### src/rtl/cac_pkg.sv
// constants for the per-channel alarm change latch block
// assumes an 8-bit register address space decoded upstream of this block
package cac_pkg;
    localparam int NUM_CHANNELS = 3;
    localparam int NUM_EVENTS = 4;
    localparam int ADDR_W = 8;
    localparam int DATA_W = 8;
    // channel n sits at base + n * stride
    localparam logic [7:0] CHANNEL_STRIDE = 8'h08;
    localparam logic [7:0] CHANGE_LATCH_BASE = 8'h02;
    localparam logic [7:0] ALARM_LEVEL_BASE = 8'h03;
    // field positions, shared by the change latch and the alarm level view
    localparam int BIT_FIFO_LIMIT_ALARM = 3;
    localparam int BIT_RECEIVE_LOCK_LOSS = 2;
    localparam int BIT_RECEIVE_SIGNAL_LOSS = 1;
    localparam int BIT_TRANSMIT_DRIVE_FAULT = 0;
    localparam logic [DATA_W-1:0] CHANGE_LATCH_RESET = 8'h00;
    localparam logic [DATA_W-1:0] READ_UNMAPPED = 8'h00;
    localparam logic [NUM_EVENTS-1:0] EVENT_RESET = 4'h0;
    typedef logic [NUM_EVENTS-1:0] cac_event_t;
endpackage
### src/rtl/cac_chan_if.sv
// per-channel bundle between the register front and one change latch
// assumes a single clock domain
`timescale 1ns/1ps
interface cac_chan_if;
    import cac_pkg::*;
    cac_event_t condLevel;
    logic readClear;
    cac_event_t changeLatched;
    modport latch (input condLevel, input readClear, output changeLatched);
    modport front (output condLevel, output readClear, input changeLatched);
endinterface

### src/rtl/cac_chan_latch.sv
// one channel: detects both edges of each condition and holds them until read
// assumes condition levels are already synchronous to clk
`timescale 1ns/1ps
module cac_chan_latch (
    input wire logic clk,
    input wire logic rstn,
    cac_chan_if.latch chan
);
    import cac_pkg::*;

    cac_event_t prevLevel_reg;
    cac_event_t latched_reg;
    cac_event_t latched_next;
    cac_event_t changed;

    // declare and clear both count as a change
    assign changed = chan.condLevel ^ prevLevel_reg;

    always_ff @(posedge clk) begin
        if (!rstn) begin
            prevLevel_reg <= EVENT_RESET;
        end else begin
            prevLevel_reg <= chan.condLevel;
        end
    end

    // set beats clear so an event landing on the read edge survives to the next read
    always_comb begin
        latched_next = latched_reg;
        if (chan.readClear) begin
            latched_next = EVENT_RESET;
        end
        latched_next = latched_next | changed;
    end

    always_ff @(posedge clk) begin
        if (!rstn) begin
            latched_reg <= EVENT_RESET;
        end else begin
            latched_reg <= latched_next;
        end
    end

    assign chan.changeLatched = latched_reg;
endmodule

### src/rtl/cac_change_status.sv
// register front for the three-channel alarm change latches and alarm levels
// assumes a serial host port upstream turns each register read into a one-cycle strobe
// Overview of operation
// - three change-latch copies, one per channel, at 0x02, 0x0A and 0x12
// - bit 3 flags a fifo limit alarm change since last read; read clears
// - bit 2 flags a receive lock loss change since last read; read clears
// - bit 1 latches receive signal loss changes; cleared by read and reset
// - live fifo limit alarm level readable at alarm status bit 3
// - live receive lock loss level readable at alarm status bit 2
// - bit 0 latches transmit drive fault changes since last read; read clears
// - change event raised on both declare and clear of a condition
// - a change raises an interrupt only if its enable bit is 1
`timescale 1ns/1ps
module cac_change_status (
    input wire logic clk,
    input wire logic rstn,
    input wire logic [cac_pkg::NUM_CHANNELS-1:0] fifoLimitAlarm,
    input wire logic [cac_pkg::NUM_CHANNELS-1:0] receiveLockLoss,
    input wire logic [cac_pkg::NUM_CHANNELS-1:0] receiveSignalLoss,
    input wire logic [cac_pkg::NUM_CHANNELS-1:0] transmitDriveFault,
    input wire logic [cac_pkg::NUM_CHANNELS*cac_pkg::NUM_EVENTS-1:0] changeIntEnable,
    input wire logic regRead,
    input wire logic [cac_pkg::ADDR_W-1:0] regAddr,
    output logic [cac_pkg::DATA_W-1:0] regRdata,
    output logic regRdValid,
    output logic [cac_pkg::NUM_CHANNELS-1:0] channelIrq,
    output logic anyIrq
);
    import cac_pkg::*;

    // one-hot channel match for a register family at base + n * stride
    function automatic logic [NUM_CHANNELS-1:0] channelHit(
        input logic [ADDR_W-1:0] addr,
        input logic [7:0] base
    );
        logic [NUM_CHANNELS-1:0] hit;
        logic [7:0] slot;
        hit = '0;
        for (int n = 0; n < NUM_CHANNELS; n++) begin
            slot = 8'(base + 8'(n) * CHANNEL_STRIDE);
            hit[n] = (addr == slot);
        end
        return hit;
    endfunction

    // gather the four conditions of one channel into field order
    function automatic cac_event_t packEvents(
        input logic fifoLimit,
        input logic lockLoss,
        input logic signalLoss,
        input logic driveFault
    );
        cac_event_t ev;
        ev = EVENT_RESET;
        ev[BIT_FIFO_LIMIT_ALARM] = fifoLimit;
        ev[BIT_RECEIVE_LOCK_LOSS] = lockLoss;
        ev[BIT_RECEIVE_SIGNAL_LOSS] = signalLoss;
        ev[BIT_TRANSMIT_DRIVE_FAULT] = driveFault;
        return ev;
    endfunction

    cac_chan_if chanBus [NUM_CHANNELS] ();

    logic [NUM_CHANNELS-1:0] changeHit;
    logic [NUM_CHANNELS-1:0] levelHit;
    cac_event_t condLevel [NUM_CHANNELS];
    cac_event_t changeLatched [NUM_CHANNELS];
    logic [DATA_W-1:0] readData_next;
    logic [NUM_CHANNELS-1:0] channelIrq_next;

    assign changeHit = channelHit(regAddr, CHANGE_LATCH_BASE);
    assign levelHit = channelHit(regAddr, ALARM_LEVEL_BASE);

    for (genvar n = 0; n < NUM_CHANNELS; n++) begin : gChan
        assign condLevel[n] = packEvents(fifoLimitAlarm[n], receiveLockLoss[n],
                                         receiveSignalLoss[n], transmitDriveFault[n]);
        assign chanBus[n].condLevel = condLevel[n];
        // clear only on a read that really hits this channel's copy
        assign chanBus[n].readClear = regRead & changeHit[n];
        assign changeLatched[n] = chanBus[n].changeLatched;

        cac_chan_latch uLatch (
            .clk(clk),
            .rstn(rstn),
            .chan(chanBus[n])
        );
    end

    // read mux; the value returned is the latch before this read clears it
    always_comb begin
        readData_next = READ_UNMAPPED;
        for (int n = 0; n < NUM_CHANNELS; n++) begin
            if (changeHit[n]) begin
                // upper nibble is padded with zeros, so it reads zero
                readData_next = {{(DATA_W-NUM_EVENTS){1'b0}}, changeLatched[n]};
            end
            if (levelHit[n]) begin
                // only the four levels this block sees; other status bits read zero here
                readData_next = {{(DATA_W-NUM_EVENTS){1'b0}}, condLevel[n]};
            end
        end
    end

    always_ff @(posedge clk) begin
        if (!rstn) begin
            regRdata <= CHANGE_LATCH_RESET;
        end else if (regRead) begin
            regRdata <= readData_next;
        end
    end

    always_ff @(posedge clk) begin
        if (!rstn) begin
            regRdValid <= 1'b0;
        end else begin
            regRdValid <= regRead;
        end
    end

    // per-channel request: latched changes gated by their enables
    always_comb begin
        channelIrq_next = '0;
        for (int n = 0; n < NUM_CHANNELS; n++) begin
            channelIrq_next[n] = |(changeLatched[n] & changeIntEnable[n*NUM_EVENTS +: NUM_EVENTS]);
        end
    end

    // one cycle of lag keeps the outputs glitch free
    always_ff @(posedge clk) begin
        if (!rstn) begin
            channelIrq <= '0;
        end else begin
            channelIrq <= channelIrq_next;
        end
    end

    always_ff @(posedge clk) begin
        if (!rstn) begin
            anyIrq <= 1'b0;
        end else begin
            anyIrq <= |channelIrq_next;
        end
    end
endmodule

### config.mk
export PLATFORM = sky130hd
export DESIGN_NAME = cac_change_status
export DESIGN_NICKNAME = d
export VERILOG_FILES = /design/src/rtl/cac_pkg.sv /design/src/rtl/cac_chan_if.sv /design/src/rtl/cac_chan_latch.sv /design/src/rtl/cac_change_status.sv
export SDC_FILE = /design/constraint.sdc
export NUM_CORES = 1
export LEC_CHECK = 0
export BUFFER_PORTS_ARGS = -buffer_cell sky130_fd_sc_hd__buf_2
export CAP_MARGIN = 25
export CORE_ASPECT_RATIO = 1.1
export CORE_MARGIN = 1.5
export CORE_UTILIZATION = 53
export DETAILED_ROUTE_END_ITERATION = 10
export GPL_TIMING_DRIVEN = 0
export PLACE_DENSITY = 0.81
export SYNTH_ARGS = -nofsm -noshare
export SYNTH_HDL_FRONTEND = slang
export SYNTH_SLANG_ARGS = --single-unit
### constraint.sdc
create_clock -name clk -period 1.8 [get_ports clk]
set_input_delay 0.27 -clock clk [delete_from_list [all_inputs] [get_ports clk]]
set_output_delay 0.27 -clock clk [all_outputs]
set_load 0.01 [all_outputs]
==> results.cfg <==
[timing]
max_freq_mhz = 775
setup_viol = 0
rsz0062_at_grt = no
finalWorstPathRequiredPeriod_ns = 1.29
fin_setup_tns_ns = 0
hold_viol_final = 0
skew_ns = 0.00270
slew_violations = 0
post-route-period-util_pct = 71.6

[pwr]
vdd_drop_max_uv = 599
leakage_uw = 0.000845
power_density_nw_per_um2 = 793
power_uw = 1450

[grt]
antenna_found_initial = 0
grt_max_degree = 11
grt_pass1_wl_um = 5290
grt_use_total_pct = 23.6
grt_remaining_overflow = 0
grt_pass1_vias = 1168

[layout]
layout_common_cells = buf_2 (43), dfxtp_1 (33), nor2b_1 (17), a21oi_1 (16), and2_1 (13)
post-route-util_pct = 66.9
nets = 241
final_common_cell = buf_2
diodes = 0
drive_above_1_share_pct = 30.6
postLayoutCellArea_sq_um = 1820
synthToLayoutAreaGrowth_pct = 21.1
final_cells = 239

[clock_tree]
htreeDepth = 2
cts.hold.buffers_added = 0
clockBufferDepth = 2
cts_root_buf = clkbuf_4
cts_sinks = 33
cts.clk_slew.worst_paths_ns = 0.09
cts_tree = built
worstSkewPairLatency_ns = 0.33
cts.repair.resized = 0
cts_made_buffers = 5
postCtsSetupBuffers = 0

[critical_path]
end_kind = flop
worst_setup_path_start_kind = flop
cp.required_ns = 2.03
criticalPathCategory = flop to flop
worstRegToRegCells = 4
worstPathMaxFanout = 3
critical_path_arrival_ns = 1.52

[floorplanning]
die_h_um = 58.9
dieWidth_um = 53.8
initial_utilization_pct = 55.2
row_count = 20
die-area_sq_um = 3170
core_region_area_sq_um = 2730
ioPinCount = 48

[synth]
syn_area_sq_um = 1510
synthCells = 154
yosysSeqAreaShare_pct = 43.9
synth.distinct_cells = 34
yosys_warnings = 0
synth-seq-cells = 33
postSynthAreaPerCell_sq_um = 9.78

[run_status]
outcome = complete, no violations

[placement]
placed_area_sq_um = 1770
portBuffers = 42
dpl.cell_count = 232
place_congestion = 0.812
place_hpwl_um = 2540

[detailed_routing]
drt_iter0_drc = 52
drt_pass1_iterations = 4
vias = 1278
wl_um = 3330
ant_nets = 0
wire_per_inst_um = 13.9
drc = 0
viasPerCell = 5.35

[min_path]
hp-class = input port to flop
min_delay_path_depth = 2

[job]
maxCapViolCount = 0
synth_stat cells, drive strengths merged:
cell    instances  area share [%]
nand3           1            0.33
dfxtp          33              44
a21oi          16             5.3
a32o            4             2.7
or3             1            0.42
a22oi          10             5.0
inv             4             1.0
a41o            4             2.7
clkbuf          4             1.0
a21boi          3             1.5
o22ai           4             1.7
and4b           1            0.75
buf             7             3.8
nand2           1            0.25
nand2b          1            0.42
xor2           12             7.0
and2b           1            0.50
mux2            4             3.2
nor3            1            0.33
nand3b          1            0.50
conb            1            0.25
and3            1            0.42
nor3b           2             1.3
and4bb          1            0.83
and2           13             5.4
nor2b          17             7.1
nand4b          1            0.58
nor4            1            0.42
o21ai           4             1.6
through the flow:
step                      worst slack [ns]  hold WS, ns
after global routing                 0.490        0.179
after floorplan                      0.504        0.392
final                                0.510        0.184
after global placement               0.273        0.511
after CTS                            0.515        0.177
after detailed placement             0.227        0.522
kinds of logic after synthesis:
family / synth area share [%]
AO/OA/AOI/OAI: 20.3
XOR/XNOR: 6.98
buffers and inverters: 5.81
flip-flops: 43.9
multiplexers: 3.24
other: 0.249
AND/OR/NAND/NOR: 19.5
layer usage:
layer	up-vias	global-route usage, %	wire length, um
met4	0	11.0	65
met2	47	39.2	1690
met5	-	0	0
met1	581	28.1	1390
li1	643	-	-
met3	7	5.58	178
where the power goes:
group,switching (uW),internal [uW]
combinational,111,112
clock,227,184
sequential,30.2,782
total,368,1080
cell type report:
class | instances | area [sq um]
Tap cell | 33 | 41.3
Buffer | 11 | 72.6
Clock buffer | 7 | 55.1
Timing Repair Buffer | 42 | 210
Fill cell | 236 | 903
Multi-Input combinational cell | 109 | 769
Sequential cell | 33 | 661
Inverter | 4 | 15.0
critical path, stage by stage, from the launching register on:
cell and delay [ns]:
dfxtp_1 0.34, mux2_2 0.27, a22oi_1 0.19, o22ai_1 0.14
a32o_1 0.25
worst paths after layout:
kind / startpoint / end / slack (ns)
min reg2reg: gChan[0].uLatch.chan.changeLatched[3]$_SDFF_PN0_ / gChan[0].uLatch.chan.changeLatched[3]$_SDFF_PN0_ / 0.54
min: receiveSignalLoss[2] / gChan[2].uLatch.prevLevel_reg[1]$_SDFF_PN0_ / 0.18
max reg2reg: gChan[0].uLatch.chan.changeLatched[1]$_SDFF_PN0_ / regRdata[1]$_SDFFE_PN0P_ / 0.51
max: gChan[0].uLatch.chan.changeLatched[1]$_SDFF_PN0_ / regRdata[1]$_SDFFE_PN0P_ / 0.51
(Power assumes the default switching activity.)
